### config.mk
export PLATFORM = sky130hd
export DESIGN_NAME = spim_port
export DESIGN_NICKNAME = d
export VERILOG_FILES = /design/src/design/spim_pkg.sv /design/src/design/spim_fifo.sv /design/src/design/spim_port.sv
export SDC_FILE = /design/constraint.sdc
export NUM_CORES = 1
export LEC_CHECK = 0
export BUFFER_PORTS_ARGS = -buffer_cell sky130_fd_sc_hd__buf_2
export CORE_MARGIN = 1
export CORE_UTILIZATION = 50
export DETAILED_ROUTE_END_ITERATION = 6
export PLACE_DENSITY = 0.66
export RECOVER_POWER = 100
export SLEW_MARGIN = 20
export SYNTH_ARGS = -nofsm -noshare
export SYNTH_HDL_FRONTEND = slang
export SYNTH_SLANG_ARGS = --single-unit
### constraint.sdc
create_clock -name clk_in -period 7.75 [get_ports clk_in]
set_input_delay 0.3875 -clock clk_in [delete_from_list [all_inputs] [get_ports clk_in]]
set_output_delay 0.3875 -clock clk_in [all_outputs]
set_load 0.01 [all_outputs]
### src/design/spim_pkg.sv
/*
 * Shared constants, field layouts, carrier types and helper functions of the
 * serial peripheral port (master or slave, four chip selects).
 * Assumes a single 100 MHz system clock; no register bus, all controls are ports.
 */
`default_nettype none
package spim_pkg;

   // -----------------------------------------------------------------------
   // Transmit word layout
   // -----------------------------------------------------------------------
   localparam int DATA_W = 16;           // Widest serial word.
   localparam int TDR_W = 25;            // Transmit word width up to the final flag.
   localparam int FINAL_BIT = 24;        // Final transfer flag position.
   localparam int CS_LSB = 16;           // Chip-select index field, low bit.
   localparam int CS_W = 2;              // Chip-select index width.
   localparam int NCS = 4;               // Number of chip selects.

   // -----------------------------------------------------------------------
   // Configuration layout and reset values
   // -----------------------------------------------------------------------
   localparam int DIV_W = 8;             // Clock divisor width.
   localparam int LEN_W = 4;             // Word length code width.
   localparam logic [4:0] BITS_BASE = 5'h08;  // Code 0 means 8 bits.
   localparam logic [3:0] LEN_MAX = 4'h8;     // Code 8 means 16 bits.
   localparam logic [7:0] DIV_ONE = 8'h01;    // Divisor giving the fastest clock.
   localparam logic [5:0] EXTRA_PULSE = 6'h02;  // One surplus pulse is two edges.

   // -----------------------------------------------------------------------
   // Buffering and synchronisers
   // -----------------------------------------------------------------------
   localparam int FIFO_DEPTH = 32;       // Transmit buffer depth in words.
   localparam int SYNC_W = 4;            // Synchronised pins: sclk, mosi, miso, select.
   localparam int SY_SCLK = 0;
   localparam int SY_MOSI = 1;
   localparam int SY_MISO = 2;
   localparam int SY_SEL = 3;

   // Per chip select configuration, one register each.
   typedef struct packed {
      logic cs_hold_after_xfer;
      logic clk_capture_edge_sel;
      logic clk_idle_level;
      logic [DIV_W-1:0] clk_divisor;
      logic [LEN_W-1:0] word_len;
   } spim_cfg_t;

   localparam spim_cfg_t CFG_RST = '{1'b0, 1'b0, 1'b0, 8'h01, 4'h0};

   // Transmit word as it travels through the buffer.
   typedef struct packed {
      logic from_dma;
      logic [TDR_W-1:0] word;
   } spim_txw_t;

   localparam int TXW_W = TDR_W + 1;

   // Engine states, one-hot.
   typedef enum logic [3:0] {
      ST_IDLE  = 4'b0001,
      ST_SETUP = 4'b0010,
      ST_SHIFT = 4'b0100,
      ST_HOLD  = 4'b1000
   } spim_state_t;

   // Number of bits in a word from its length code; out-of-range codes mean 8.
   function automatic logic [4:0] spim_bits(input logic [LEN_W-1:0] code);
      spim_bits = (code > LEN_MAX) ? BITS_BASE : BITS_BASE + {1'b0, code};
   endfunction

   // Chip-select index carried in a transmit word.
   function automatic logic [CS_W-1:0] spim_cs(input logic [TDR_W-1:0] w);
      spim_cs = w[CS_LSB +: CS_W];
   endfunction

endpackage
`default_nettype wire

### src/design/spim_fifo.sv
/*
 * Synchronous FIFO with parameter width and depth, valid/ready on both sides.
 * Read data come out of a register. Assumes one clock, active-low async reset.
 */
`timescale 1ns/1ns
`default_nettype none
module spim_fifo #(
   parameter int WIDTH = 26,
   parameter int DEPTH = 32
) (
   // Clock and reset
   input wire logic clk_in,
   input wire logic rst_n_in,
   input wire logic flush_in,
   // Fill side
   input wire logic in_valid_in,
   input wire logic [WIDTH-1:0] in_data_in,
   output logic in_ready_out,
   // Drain side
   output logic out_valid_out,
   output logic [WIDTH-1:0] out_data_out,
   input wire logic out_ready_in
);
   localparam int AW = $clog2(DEPTH);

   // -----------------------------------------------------------------------
   // Storage and pointers
   // -----------------------------------------------------------------------
   logic [WIDTH-1:0] mem_r [DEPTH];      // Word storage.
   logic [AW-1:0] wr_r, wr_nxt;          // Write pointer.
   logic [AW-1:0] rd_r, rd_nxt;          // Read pointer.
   logic [AW:0] cnt_r, cnt_nxt;          // Words in storage, not the output stage.
   logic ready_r, ready_nxt;             // Registered room flag.
   logic oval_r, oval_nxt;               // Output stage holds a word.
   logic [WIDTH-1:0] odat_r, odat_nxt;   // Output stage data.
   logic push, pop;

   // Next pointers, count and output stage.
   always_comb begin
      push = in_valid_in && ready_r;
      pop = (cnt_r != '0) && (!oval_r || out_ready_in);
      wr_nxt = push ? wr_r + 1'b1 : wr_r;
      rd_nxt = pop ? rd_r + 1'b1 : rd_r;
      cnt_nxt = cnt_r + {{AW{1'b0}}, push} - {{AW{1'b0}}, pop};
      oval_nxt = pop ? 1'b1 : (out_ready_in ? 1'b0 : oval_r);
      odat_nxt = pop ? mem_r[rd_r] : odat_r;
      // Room counts the output stage too, so exactly DEPTH words fit.
      ready_nxt = ((cnt_nxt + {{AW{1'b0}}, oval_nxt}) != DEPTH[AW:0]);
      if (flush_in) begin
         wr_nxt = '0;
         rd_nxt = '0;
         cnt_nxt = '0;
         oval_nxt = 1'b0;
         ready_nxt = 1'b1;
      end
   end

   // State registers.
   always_ff @(posedge clk_in or negedge rst_n_in) begin
      if (!rst_n_in) begin
         wr_r <= '0;
         rd_r <= '0;
         cnt_r <= '0;
         ready_r <= 1'b0;
         oval_r <= 1'b0;
         odat_r <= '0;
      end else begin
         wr_r <= wr_nxt;
         rd_r <= rd_nxt;
         cnt_r <= cnt_nxt;
         ready_r <= ready_nxt;
         oval_r <= oval_nxt;
         odat_r <= odat_nxt;
      end
   end

   // Memory write; no reset so it maps onto RAM.
   always_ff @(posedge clk_in) begin
      if (push && !flush_in) begin
         mem_r[wr_r] <= in_data_in;
      end
   end

   assign in_ready_out = ready_r;
   assign out_valid_out = oval_r;
   assign out_data_out = odat_r;
endmodule // spim_fifo
`default_nettype wire

### src/design/spim_port.sv
/*
 * Serial peripheral port, master or slave, four chip selects, per-select
 * configuration, transmit FIFO. Pins are sampled through two flip-flops.
 * Assumes 100 MHz clk_in; the link clock is sampled as ordinary data.
 */
`timescale 1ns/1ns
`default_nettype none
module spim_port
   import spim_pkg::*;
(
   // Clock and reset
   input wire logic clk_in,
   input wire logic nrst_in,
   // Control
   input wire logic soft_reset_cmd_in,
   input wire logic enable_in,
   input wire logic disable_in,
   input wire logic master_select_in,
   input wire logic fixed_mode_in,
   input wire logic [CS_W-1:0] fixed_cs_in,
   // Configuration write
   input wire logic cfg_wr_in,
   input wire logic [CS_W-1:0] cfg_idx_in,
   input wire spim_cfg_t cfg_data_in,
   // Transmit stream
   input wire logic tx_valid_in,
   input wire spim_txw_t tx_data_in,
   output logic tx_ready_out,
   // Receive and status
   output logic rx_valid_out,
   output logic [DATA_W-1:0] rx_data_out,
   input wire logic rx_ready_in,
   output logic enabled_out,
   output logic tx_slot_free_out,
   output logic tx_drained_flag_out,
   output logic xfer_halfword_out,
   // Serial pins
   input wire logic serial_clk_in,
   output logic serial_clk_out,
   output logic serial_clk_oe_out,
   input wire logic mosi_in,
   output logic mosi_out,
   output logic mosi_oe_out,
   input wire logic miso_in,
   output logic miso_out,
   output logic miso_oe_out,
   input wire logic slave_sel_n_in,
   output logic [NCS-1:0] cs_n_out
);

   // -----------------------------------------------------------------------
   // Reset release and pin synchronisers
   // -----------------------------------------------------------------------
   logic [1:0] rst_sync_r;               // Reset release chain.
   logic rst_n;                          // Released reset for the design.
   logic [SYNC_W-1:0] sy1_r, sy2_r;      // Two-stage pin synchronisers.
   logic sclk_d3_r;                      // Delayed copy for edge finding.

   always_ff @(posedge clk_in or negedge nrst_in) begin
      if (!nrst_in) begin
         rst_sync_r <= 2'b00;
      end else begin
         rst_sync_r <= {rst_sync_r[0], 1'b1};
      end
   end
   assign rst_n = rst_sync_r[1];

   // The first stage feeds only the second stage.
   always_ff @(posedge clk_in or negedge rst_n) begin
      if (!rst_n) begin
         sy1_r <= '0;
         sy2_r <= '0;
         sclk_d3_r <= 1'b0;
      end else begin
         sy1_r <= {slave_sel_n_in, miso_in, mosi_in, serial_clk_in};
         sy2_r <= sy1_r;
         sclk_d3_r <= sy2_r[SY_SCLK];
      end
   end

   // -----------------------------------------------------------------------
   // Transmit FIFO
   // -----------------------------------------------------------------------
   logic fifo_valid;
   spim_txw_t fifo_word;
   logic fifo_pop;
   logic fifo_ready;

   spim_fifo #(.WIDTH(TXW_W), .DEPTH(FIFO_DEPTH)) u_txq (
      .clk_in(clk_in),
      .rst_n_in(rst_n),
      .flush_in(soft_reset_cmd_in),
      .in_valid_in(tx_valid_in),
      .in_data_in(tx_data_in),
      .in_ready_out(fifo_ready),
      .out_valid_out(fifo_valid),
      .out_data_out(fifo_word),
      .out_ready_in(fifo_pop)
   );
   assign tx_ready_out = fifo_ready;

   // -----------------------------------------------------------------------
   // Configuration and engine state
   // -----------------------------------------------------------------------
   spim_cfg_t cfg_r [NCS];               // Per-select configuration.
   spim_cfg_t cfg_nxt [NCS];
   logic en_r, en_nxt;                   // Port enabled.
   logic mst_r, mst_nxt;                 // Master mode.
   spim_state_t st_r, st_nxt;            // Engine state.
   logic [DIV_W-1:0] cnt_r, cnt_nxt;     // Divider count.
   logic [5:0] edge_r, edge_nxt;         // Clock edges done in this word.
   logic [5:0] tot_r, tot_nxt;           // Edges this word takes.
   logic [4:0] bits_r, bits_nxt;         // Data bits this word.
   logic [DATA_W-1:0] tsh_r, tsh_nxt;    // Transmit shifter, left aligned.
   logic [DATA_W-1:0] rsh_r, rsh_nxt;    // Receive shifter.
   logic [CS_W-1:0] cur_r, cur_nxt;      // Active chip select.
   logic [CS_W-1:0] prv_r, prv_nxt;      // Previous word's select.
   logic prv_slow_r, prv_slow_nxt;       // Previous word used a divisor other than one.
   logic idle_seen_r, idle_seen_nxt;     // Idle gap while select was held.
   logic fin_r, fin_nxt;                 // Current word carries the final flag.
   logic glitch_r, glitch_nxt;           // Early clock toggle pending.
   logic sclk_r, sclk_nxt, mosi_r, mosi_nxt, miso_r, miso_nxt;
   logic [NCS-1:0] csn_r, csn_nxt;
   logic rxv_r, rxv_nxt;
   logic [DATA_W-1:0] rxd_r, rxd_nxt;
   logic slot_r, slot_nxt, drn_r, drn_nxt, hw_r, hw_nxt;
   spim_cfg_t cc;                        // Configuration of the active select.
   logic tick, sedge, lead, data_edge, capt, word_end;
   logic [CS_W-1:0] want_cs;
   logic [CS_W-1:0] hw_cs;

   // Engine next-state logic.
   always_comb begin
      for (int i = 0; i < NCS; i++) begin
         cfg_nxt[i] = cfg_r[i];
      end
      en_nxt = en_r;
      mst_nxt = master_select_in;
      st_nxt = st_r;
      cnt_nxt = cnt_r;
      edge_nxt = edge_r;
      tot_nxt = tot_r;
      bits_nxt = bits_r;
      tsh_nxt = tsh_r;
      rsh_nxt = rsh_r;
      cur_nxt = cur_r;
      prv_nxt = prv_r;
      prv_slow_nxt = prv_slow_r;
      idle_seen_nxt = idle_seen_r;
      fin_nxt = fin_r;
      glitch_nxt = glitch_r;
      sclk_nxt = sclk_r;
      mosi_nxt = mosi_r;
      miso_nxt = miso_r;
      csn_nxt = csn_r;
      rxv_nxt = rx_ready_in ? 1'b0 : rxv_r;
      rxd_nxt = rxd_r;
      slot_nxt = 1'b0;
      fifo_pop = 1'b0;
      cc = cfg_r[cur_r];
      // Divided clock tick: one half period is clk_divisor system cycles.
      tick = (cnt_r >= cc.clk_divisor - DIV_ONE) || (cc.clk_divisor == '0);
      cnt_nxt = tick ? '0 : cnt_r + 1'b1;
      // Slave edge from the synchronised link clock.
      sedge = mst_r ? tick : (sy2_r[SY_SCLK] != sclk_d3_r);
      lead = (edge_r[0] == 1'b0);
      data_edge = (edge_r < {bits_r, 1'b0});
      capt = data_edge && (cc.clk_capture_edge_sel ? lead : !lead);
      word_end = (edge_r == tot_r - 6'h01);
      want_cs = fixed_mode_in ? fixed_cs_in : spim_cs(fifo_word.word);
      // Fixed-mode DMA width always looks at select zero.
      hw_cs = fixed_mode_in ? '0 : want_cs;
      hw_nxt = (spim_bits(cfg_r[hw_cs].word_len) > BITS_BASE);
      drn_nxt = !fifo_valid && (st_r == ST_IDLE || st_r == ST_HOLD);
      // Each select keeps its own configuration word.
      if (cfg_wr_in) begin
         cfg_nxt[cfg_idx_in] = cfg_data_in;
         // Configuring while still slave leaves a stray toggle pending.
         glitch_nxt = !master_select_in;
      end
      if (enable_in) begin
         en_nxt = 1'b1;
      end
      // A disable request only takes effect in master mode.
      if (disable_in && mst_r) begin
         en_nxt = 1'b0;
      end
      case (st_r)
         ST_IDLE: begin
            csn_nxt = '1;
            sclk_nxt = cfg_r[mst_r ? want_cs : '0].clk_idle_level;
            // Master toggles once before any transfer if configured early; with a divisor above one it pulses on every idle tick.
            if (mst_r && glitch_r && tick) begin
               sclk_nxt = ~sclk_r;
               glitch_nxt = (sclk_r == cc.clk_idle_level);
            end
            if (en_r && fifo_valid && mst_r) begin
               cur_nxt = want_cs;
               st_nxt = ST_SETUP;
            end else if (en_r && !mst_r && !sy2_r[SY_SEL]) begin
               cur_nxt = '0;
               st_nxt = ST_SETUP;
            end
         end
         ST_SETUP: begin
            if (mst_r) begin
               csn_nxt = ~(4'h1 << cur_r);
            end
            bits_nxt = spim_bits(cc.word_len);
            tot_nxt = {bits_nxt, 1'b0};
            // Divisor one with an odd length adds one pulse; even is clean.
            if (cc.clk_divisor == DIV_ONE && bits_nxt[0]) begin
               tot_nxt = tot_nxt + EXTRA_PULSE;
            end
            // Slow select then divisor one in idle-high, edge-select zero.
            if (mst_r && cc.clk_idle_level && !cc.clk_capture_edge_sel
                && cc.clk_divisor == DIV_ONE && prv_slow_r && prv_r != cur_r) begin
               tot_nxt = tot_nxt + EXTRA_PULSE;
            end
            tsh_nxt = '0;
            fin_nxt = 1'b0;
            if (fifo_valid) begin
               fifo_pop = 1'b1;
               tsh_nxt = fifo_word.word[DATA_W-1:0] << (5'h10 - bits_nxt);
               fin_nxt = fifo_word.word[FINAL_BIT];
               // Second word to the same held slave after a gap at divisor one: no slot free.
               slot_nxt = !(cc.cs_hold_after_xfer && cc.clk_divisor == DIV_ONE
                            && idle_seen_r && prv_r == cur_r);
            end
            edge_nxt = '0;
            rsh_nxt = '0;
            mosi_nxt = tsh_nxt[DATA_W-1];
            miso_nxt = tsh_nxt[DATA_W-1];
            cnt_nxt = '0;
            sclk_nxt = cc.clk_idle_level;
            st_nxt = ST_SHIFT;
         end
         ST_SHIFT: begin
            if (!mst_r && sy2_r[SY_SEL]) begin
               st_nxt = ST_IDLE;
            end else if (sedge) begin
               if (mst_r) begin
                  sclk_nxt = ~sclk_r;
               end
               edge_nxt = edge_r + 6'h01;
               if (capt) begin
                  rsh_nxt = {rsh_r[DATA_W-2:0], mst_r ? sy2_r[SY_MISO] : sy2_r[SY_MOSI]};
               end
               // Data change on the edge that does not capture.
               if (data_edge && !capt) begin
                  if (cc.clk_capture_edge_sel) begin
                     tsh_nxt = tsh_r << 1;
                     mosi_nxt = tsh_r[DATA_W-2];
                     miso_nxt = tsh_r[DATA_W-2];
                  end else begin
                     mosi_nxt = tsh_r[DATA_W-1];
                     miso_nxt = tsh_r[DATA_W-1];
                     tsh_nxt = tsh_r << 1;
                  end
               end
               if (word_end) begin
                  rxd_nxt = rsh_nxt;
                  rxv_nxt = 1'b1;
                  prv_nxt = cur_r;
                  prv_slow_nxt = (cc.clk_divisor != DIV_ONE);
                  idle_seen_nxt = 1'b0;
                  if (!mst_r) begin
                     st_nxt = ST_SETUP;
                  // A word with the final flag releases the select at its word end.
                  end else if (cc.cs_hold_after_xfer && !fin_r) begin
                     st_nxt = ST_HOLD;
                  end else begin
                     st_nxt = ST_IDLE;
                  end
               end
            end
         end
         ST_HOLD: begin
            sclk_nxt = cc.clk_idle_level;
            if (!en_r || (fifo_valid && want_cs != cur_r)) begin
               st_nxt = ST_IDLE;
            end else if (fifo_valid) begin
               st_nxt = ST_SETUP;
            end else begin
               idle_seen_nxt = 1'b1;
            end
         end
         default: begin
            st_nxt = ST_IDLE;
         end
      endcase
      // Soft reset returns configuration, enable, state, selects, clock, rx valid and the glitch, slow and idle-gap flags to their reset values.
      if (soft_reset_cmd_in) begin
         for (int i = 0; i < NCS; i++) begin
            cfg_nxt[i] = CFG_RST;
         end
         en_nxt = 1'b0;
         st_nxt = ST_IDLE;
         csn_nxt = '1;
         rxv_nxt = 1'b0;
         glitch_nxt = 1'b0;
         prv_slow_nxt = 1'b0;
         idle_seen_nxt = 1'b0;
         sclk_nxt = CFG_RST.clk_idle_level;
      end
   end

   // Engine registers.
   always_ff @(posedge clk_in or negedge rst_n) begin
      if (!rst_n) begin
         for (int i = 0; i < NCS; i++) begin
            cfg_r[i] <= CFG_RST;
         end
         en_r <= 1'b0;
         mst_r <= 1'b0;
         st_r <= ST_IDLE;
         cnt_r <= '0;
         edge_r <= '0;
         tot_r <= '0;
         bits_r <= BITS_BASE;
         tsh_r <= '0;
         rsh_r <= '0;
         cur_r <= '0;
         prv_r <= '0;
         prv_slow_r <= 1'b0;
         idle_seen_r <= 1'b0;
         fin_r <= 1'b0;
         glitch_r <= 1'b0;
         sclk_r <= 1'b0;
         mosi_r <= 1'b0;
         miso_r <= 1'b0;
         csn_r <= '1;
         rxv_r <= 1'b0;
         rxd_r <= '0;
         slot_r <= 1'b0;
         drn_r <= 1'b0;
         hw_r <= 1'b0;
      end else begin
         for (int i = 0; i < NCS; i++) begin
            cfg_r[i] <= cfg_nxt[i];
         end
         en_r <= en_nxt;
         mst_r <= mst_nxt;
         st_r <= st_nxt;
         cnt_r <= cnt_nxt;
         edge_r <= edge_nxt;
         tot_r <= tot_nxt;
         bits_r <= bits_nxt;
         tsh_r <= tsh_nxt;
         rsh_r <= rsh_nxt;
         cur_r <= cur_nxt;
         prv_r <= prv_nxt;
         prv_slow_r <= prv_slow_nxt;
         idle_seen_r <= idle_seen_nxt;
         fin_r <= fin_nxt;
         glitch_r <= glitch_nxt;
         sclk_r <= sclk_nxt;
         mosi_r <= mosi_nxt;
         miso_r <= miso_nxt;
         csn_r <= csn_nxt;
         rxv_r <= rxv_nxt;
         rxd_r <= rxd_nxt;
         slot_r <= slot_nxt;
         drn_r <= drn_nxt;
         hw_r <= hw_nxt;
      end
   end

   // -----------------------------------------------------------------------
   // Outputs, all straight from flip-flops
   // -----------------------------------------------------------------------
   assign rx_valid_out = rxv_r;
   assign rx_data_out = rxd_r;
   assign enabled_out = en_r;
   assign tx_slot_free_out = slot_r;
   assign tx_drained_flag_out = drn_r;
   assign xfer_halfword_out = hw_r;
   assign serial_clk_out = sclk_r;
   assign serial_clk_oe_out = mst_r;
   assign mosi_out = mosi_r;
   assign mosi_oe_out = mst_r;
   assign miso_out = miso_r;
   assign miso_oe_out = en_r;
   assign cs_n_out = csn_r;
endmodule // spim_port
`default_nettype wire

Word-level counts from Yosys, hierarchy flattened
Memory sizes are Yosys's and may differ from the RTL's. A register that Yosys moved wholly into a read port is not among the register bits. Index checks and enable logic that the tools add are counted.

Output and inout bits: 32. Logic and storage cells: 287. Memory bits (writable): 832. Register bits: 186. Memories kept: 1. Input bits: 59.

Memories: u_txq.mem_r (words 32, bits a word 26, read ports 1, clocked after Yosys merged registers in 1, write ports 1, line spim_fifo.sv:29) `logic [WIDTH-1:0] mem_r [DEPTH];`.

Bitwise gates (word level): 8. $add $sub $neg: 14. Shifts and indexed selects: 2. $lt $le $gt $ge: 10. Reductions and logical operators: 65. Equal/unequal tests: 28. Mux-type cells: 107.

Operators by type and width (number): 2-to-1 mux 60 bit (2); 2-to-1 mux 16 bit (7); binary-select mux 15 bit (select 2 bit) (3); one-hot mux 16 bit (2 select lines) (2); bitwise mux 60 bit (1); 2-to-1 mux 4 bit (14); 2-to-1 mux 1 bit (47); 2-to-1 mux 15 bit (3); 2-to-1 mux 6 bit (6); demux 15 bit (select 2 bit) (1); 2-to-1 mux 5 bit (6); logical AND 1 bit (26); 2-to-1 mux 13 bit (2); inequality test 3 bit, second input constant (7); AND reduction 4 bit (5); 2-to-1 mux 8 bit (2); one-hot mux 4 bit (4 select lines) (1); nonzero test 2 bit (8); << shifter 16 x 5 -> 16 bit (1); adder 6 x 1 -> 6 bit (2); adder 6 x 2 -> 6 bit, second input constant (2); greater-or-equal comparator 3 bit, second input constant (4); NOT 2 -> 3 bit (4); one-hot mux 6 bit (2 select lines) (1); other kinds (45) (77).

Depth between registers and ports, before layout
Depth after elaboration: 12. Mapped depth: 19. Mapped depth without buffers: 16.

Hierarchy
Synthesis repeated with hierarchy kept, for this count alone.

Cells, all modules: 2570. Area, all modules: 42515.8 um^2.

By module, submodules not included: spim_fifo (area an instance 33593.5 um^2, instances 1, cells each 1607, seq. area each 26085.0 um^2); spim_port (area an instance 8922.3 um^2, instances 1, cells each 963, seq. area each 4191.5 um^2).

Worst setup path before layout
No wires, ideal clock.

Path kind: register to register. Start: reg cur_r[0]. End: reg tsh_r[12]. Required time: 7.625 ns. Data arrival time: 4.041 ns. Stages on the path, launching flop included: 18. Slack: 3.585 ns. Period minus slack after synthesis: 4.165 ns. Setup time: 0.125 ns. Buffers on the path: 5. Path through: dfrtp_1 > buf_6 > buf_6 > mux4_2 > nor3_1 > nand2b_1 > nor4_1 > xnor2_1 > ha_1 > and4_1 > a221o_1 > o31a_4 > buf_8 > o21ai_4 > o21a_1 > buf_6 > buf_12 > mux2_2.

Word-level cells in the longest chain between the ends: 10. Elaborated cells on any way between the ends: 23. Those cells by class: 3 x add/sub; 2 x order compare; 2 x eq/ne; 1 x shift; 8 x mux; 1 x bitwise; 6 x reduce/logical.

Ends and longest elaborated chain: start, declared (line spim_port.sv:116) `logic [CS_W-1:0] cur_r, cur_nxt;`; start signal, assigned (line spim_port.sv:351) `cur_r <= cur_nxt;`; NOT 2 -> 3 bit (implied by the code) (*) (line spim_port.sv:160) `cc = cfg_r[cur_r];`; binary-select mux 15 bit (select 2 bit) (*) (line spim_port.sv:160); 2-to-1 mux 15 bit (implied by the code) (*) (2 in a row) (line spim_port.sv:160); adder 4 x 4 -> 5 bit (tied with other cells) (line spim_pkg.sv:68) `spim_bits = (code > LEN_MAX) ? BITS_BASE : BITS_BASE + {1'b0, code};`; 2-to-1 mux 5 bit (tied with other cells) (line spim_pkg.sv:68); subtractor 5 bit (tied with other cells) (line spim_port.sv:224) `tsh_nxt = fifo_word.word[DATA_W-1:0] << (5'h10 - bits_nxt);`; << shifter 16 x 5 -> 16 bit (tied with other cells) (line spim_port.sv:224); 2-to-1 mux 16 bit or inequality test 2 bit (tied branches); one-hot mux 16 bit (2 select lines) or AND reduction 4 bit (tied branches); end signal, assigned (line spim_port.sv:349) `tsh_r <= tsh_nxt;`; end, declared (line spim_port.sv:114) `logic [DATA_W-1:0] tsh_r, tsh_nxt;`.

Mark *: on every way between the ends. The rest lies on a longest branch, timed or not. The select of a mux whose other input is x is not followed. A chain may end at the register's enable or synchronous reset.

Final worst setup path
Start: reg st_r[0]. End: reg u_txq.ready_r (netlist: u_txq.in_ready_out).

Word-level cells in the longest chain between the ends: 8. Elaborated cells on any way between the ends: 10. Those cells by class: 2 x add/sub; 2 x eq/ne; 4 x mux; 2 x reduce/logical.

Ends and longest elaborated chain: start, declared (line spim_port.sv:109) `spim_state_t st_r, st_nxt;`; start signal, assigned (line spim_port.sv:344) `st_r <= st_nxt;`; == test 4 x 2 -> 1 bit (*) (line spim_port.sv:188) `case (st_r)`; 2-to-1 mux 1 bit (*) (line spim_port.sv:188); logical OR 1 bit (line spim_fifo.sv:41) `pop = (cnt_r != '0) && (!oval_r || out_ready_in);`; logical AND 1 bit (line spim_fifo.sv:41); subtractor 6 x 1 -> 6 bit or 2-to-1 mux 1 bit (tied branches) (line spim_fifo.sv:44, spim_fifo.sv:45); adder 6 x 1 -> 6 bit (*) (line spim_fifo.sv:48) `ready_nxt = ((cnt_nxt + {{AW{1'b0}}, oval_nxt}) != DEPTH[AW:0]);`; inequality test 6 bit (*) (line spim_fifo.sv:48); 2-to-1 mux 1 bit (*) (line spim_fifo.sv:49) `if (flush_in) begin`; net u_txq.ready_nxt (line spim_fifo.sv:33) `logic ready_r, ready_nxt;`; end signal, assigned (line spim_fifo.sv:71) `ready_r <= ready_nxt;`; end, declared (line spim_fifo.sv:33).

The timed path passes the listed nets; every way through them passes the cells marked *.

==> results.txt <==
- In this run the remaining antenna-violating nets after routing total 0.
- Fraction of synthesis flops using an asynchronous set or reset pin: 0.251
* Total number of vias: 18.0k
- The checks that failed: capacitance limit, slew limit.
- Worst EP arrival: 6.63 ns
* Root buf cell: clkbuf_16
* Min Tclk post-route: 6.10 ns
- Compared with the post-synthesis result, the final layout area differs by 12.2%.
* Final Hold Viols: 0
* Layout filler cell count: 5149
* Part of the power in the clock network: 0.345
- For this run, the number of Yosys warnings is 0.
- Leading cell type in the layout, fill and taps excluded: edfxtp_1
- STA puts the critical path data required time at 8.28 ns.
- In this run the horizontal extent of the chip is 263 um.
* Unrepaired setup endpoints after global routing: false
- Average vias per placed instance: 5.88
- The critical path is of the reg2reg type.
* Avg Synthesized Cell Area: 16.9 sq um
- Cell total after placement: 2884
* Outcome: finished, violations left
* Post-layout nets: 2215
* Capturing element type of the critical path: flop
- Part of the power in combinational logic: 0.216
- Dividing the detail-routed wire length by the instance count gives 23.8 um.
- Maximum buffer depth of the clock tree: 3
- Area of the die: 69100 sq um
- Total leakage power: 13.0 nW
* Total power: 11.7 mW
- Of the total synthesized cell area, the portion taken by XOR and XNOR cells is 0.0127.
- Number of core rows: 95
- Post-DP HPWL: 41300 um
* Sink count of the clock tree: 812
- Summed over all failing endpoints, the final setup total negative slack is 0 ns.
- In this run the post-CTS setup repair buffer count came out at 0.
- Highest-delay cell along the critical path: a21oi_1
- Switching fraction of total power: 0.277
- I/O Pins: 91
* Reg power frac: 0.439
* RePlAce Congestion: 0.809
* Fin. max-slew vios: 718
- Mux share of post-synthesis cell area: 0.169
* Number of H-tree branching levels: 3
- In this run the worst hold path is classified as in2reg.
- The core region is 67300 sq um.
- The count of buffers added on input and output ports is 83.
- Of the total synthesized cell area, the portion taken by full adders, half adders and majority gates is 0.0131.
* Final core utilization: 0.567
* Skew final: 0.0427 ns
- Of the total synthesized cell area, the portion taken by AND, OR, NAND and NOR gates is 0.0588.
- Proportion of netlist area held by the largest area contributor: 0.537
- Global-route wire length before repair: 113000 um
- Area leader, netlist: edfxtp_1
- 1st-pass router iterations: 5
- Register area: 23400 sq um
* CTS tree: built
- Peak ir drop on the vdd network: 0.225 mV
- Buffers inserted during clock tree synthesis total 85.
- Insertion delay to the later sink of the worst-skew pair: 0.65 ns
* Multi-input logic area: 9930 sq um
* Setup violations, final: 0
- Across the run, the number of max-cap violations was 32.
- Clock-pin slew was measured on the worst setup and hold paths at 0.06 ns.
- Layout Cells excl Fill: 3067
- Counting flops and latches in the post-synthesis netlist gives 812.
* Die boundary height: 263 um
- Areal power density over the cells: 306 nW/um^2
* Pre-CTS WS: 2.51 ns
* Slowest Stage Delay on Critical Path: 2.29 ns
* Starting DRC count in detailed routing: 1635
- Timing would allow up to 164 MHz.
* Actual slew at the worst max-slew pin: 3.01 ns
- Remaining global-route overflow: 0
- Number of global-route vias before repair: 18.9k
* Sequential share of the synthesized area: 0.687
- Effective utilization at floorplan: 0.505
- After detailed routing, the total wire length is 73000 um.
- Power Internal: 8.44 mW
* Net switching component of the power: 3.23 mW
- Number of enable flip-flop cells after synthesis: 608
- Startpoint Class: flop
* Number of DRC violations after detailed routing: 0
* Maximum fanout encountered on the critical timing path: 44
- Most frequent cells in the layout: edfxtp_1, mux4_2, nand2_1
* Distinct cells, synth: 76
- Cells after synthesis: 2008
- By area, the combinational part of the netlist is dominated by multiplexers.
- Main synth FF type: edfxtp_1
* Period Utilization, post-route: 0.787
- The number of antenna violations at the first check in global routing was 1.
- Summed instance area of the synthesized netlist: 34000 sq um
- Worst rel slew slack: -1.01
- Synthesized-area fraction occupied by ao, oa, aoi and oai cells: 0.0389
* Layout cells sized above 1: 0.197
* Pin count of the biggest net entering global routing: 183
- Traced cell by cell, the critical path runs through or4b_2 -> buf_4 -> a21oi_1 -> ha_1 -> inv_1 -> ha_1 -> fa_1 -> a21oi_1 -> nor2_1 -> nor2_1 -> xor2_1 -> or4_1 -> mux2i_1 -> nand3_1.
- Setup slack closes at 1.65 ns.
- The number of nets handed over by synthesis was 2102.
* Leading post-synthesis cells by cell area: edfxtp_1, dfrtp_1, mux4_2
- For this run, the total global-route usage over all layers was measured as 0.217.
==> cells by family (layout without fill, tap and decap cells) <==
group / Yosys count / after routing
AOI/OAI and AO/OA: 229 / 229
xor gates and xnor gates: 47 / 47
DFF: 812 / 812
adders and majority gates: 35 / 35
other: 1 / 2
buffers and inverters: 151 / 336
muxes: 295 / 295
and+or+nand+nor: 438 / 438
==> per-stage QoR <==
| step | area (sq um) | hold WS (ns) |
|---|---|---|
| 3_3_place_gp | 35500 | 0.175 |
| 5_1_grt | 38200 | 0.0123 |
| 2_1_floorplan | 34000 | 0.0919 |
| 6_report | 38200 | 0.0375 |
| 3_5_place_dp | 35500 | 0.175 |
| 4_1_cts | 38500 | 0.00173 |
==> Yosys cell counts, types with 4 or more instances <==
master      n
ha_1       34
buf_1      18
nor3_1     17
mux4_2    210
xnor2_1    25
mux2i_1    62
o21ai_0    50
nor4b_1     4
o21bai_1    6
nand3b_1   11
edfxtp_1  608
clkbuf_1   72
and3_1     11
mux4_1      7
buf_2      10
and2_1      4
dfstp_2    10
nor3b_1     5
nand2b_1   13
nand4_1     7
buf_4       6
inv_1      36
dfrtp_1   194
a21oi_1   124
nor4_1      6
a211oi_1   10
nor2_1    117
mux2_2     12
nand3_1    16
xor2_1     21
o211ai_1    4
nand2_1   203
==> layer usage <==
layer / global-route usage / part of all wire / up-vias
met2: 0.367 / 0.51 / 538
met1: 0.294 / 0.42 / 9373
li1: - / - / 8017
met5: 0 / 0 / -
met3: 0.0358 / 0.056 / 112
met4: 0.0577 / 0.020 / 0
==> layout make-up <==
| type | count | share of cell area |
|---|---|---|
| sequential | 812 | 0.613 |
| tap | 873 | 0.0286 |
| multi-input combinational | 1045 | 0.260 |
| clock buffer | 112 | 0.0610 |
| inverter | 37 | 0.00384 |
| clock inverter | 47 | 0.0127 |
| timing repair buffer | 140 | 0.0207 |
| antenna | 1 | 0.0000656 |
==> flip-flops by register name, indices dropped and copies added (netlist names), 5 cells and up <==
name,count
u_txq.rd_r,5
tsh_r,16
bits_r,5
u_txq.mem_r,608
rx_data_out,16
u_txq.cnt_r,6
u_txq.out_data_out,19
tot_r,5
cnt_r,8
edge_r,6
u_txq.wr_r,5
rsh_r,16
cfg_r,60
==> final timing paths <==
check                         startpoint  cells past startpoint  slack, ns                 end
setup / recovery                 st_r[0]                     14       1.65  u_txq.in_ready_out
hold / removal               rx_ready_in                      4       0.04        rx_valid_out
setup reg to reg                 st_r[0]                     14       1.65  u_txq.in_ready_out
hold reg to reg                 sy1_r[3]                      0       0.32            sy2_r[3]
max in group asynchronous  rst_sync_r[1]                      1       5.69       u_txq.rd_r[0]
min in group asynchronous        nrst_in                      2       0.09       rst_sync_r[0]
==> timing repair <==
item / 4_1_cts / 5_1_grt
gates resized for setup: 0 / 0
hold buffers: 23 / 0
endpoints found under the hold margin: 61 / 0
==> critical path, delay by kind of cell (launching register included) <==
| family | cells | cell delay, ns |
|---|---|---|
| AO/OA/AOI/OAI | 2 | 2.44 |
| XOR/XNOR | 1 | 0.10 |
| adder cells (fa/ha/maj) | 3 | 1.03 |
| buffers and inverters | 2 | 0.34 |
| flip-flops | 1 | 0.45 |
| multiplexers | 1 | 0.14 |
| AND/OR/NAND/NOR | 5 | 1.46 |
==> power by group through the flow <==
stage          Sequential (mW)  Combinational, mW  Clock, mW
2_1_floorplan             5.10               2.02          0
3_3_place_gp              5.20               2.51          0
3_5_place_dp              5.21               2.56          0
4_1_cts                   5.12               2.58       4.10
5_1_grt                   5.16               2.76       4.27
6_report                  5.12               2.52       4.02
(Power assumes the default switching activity.)
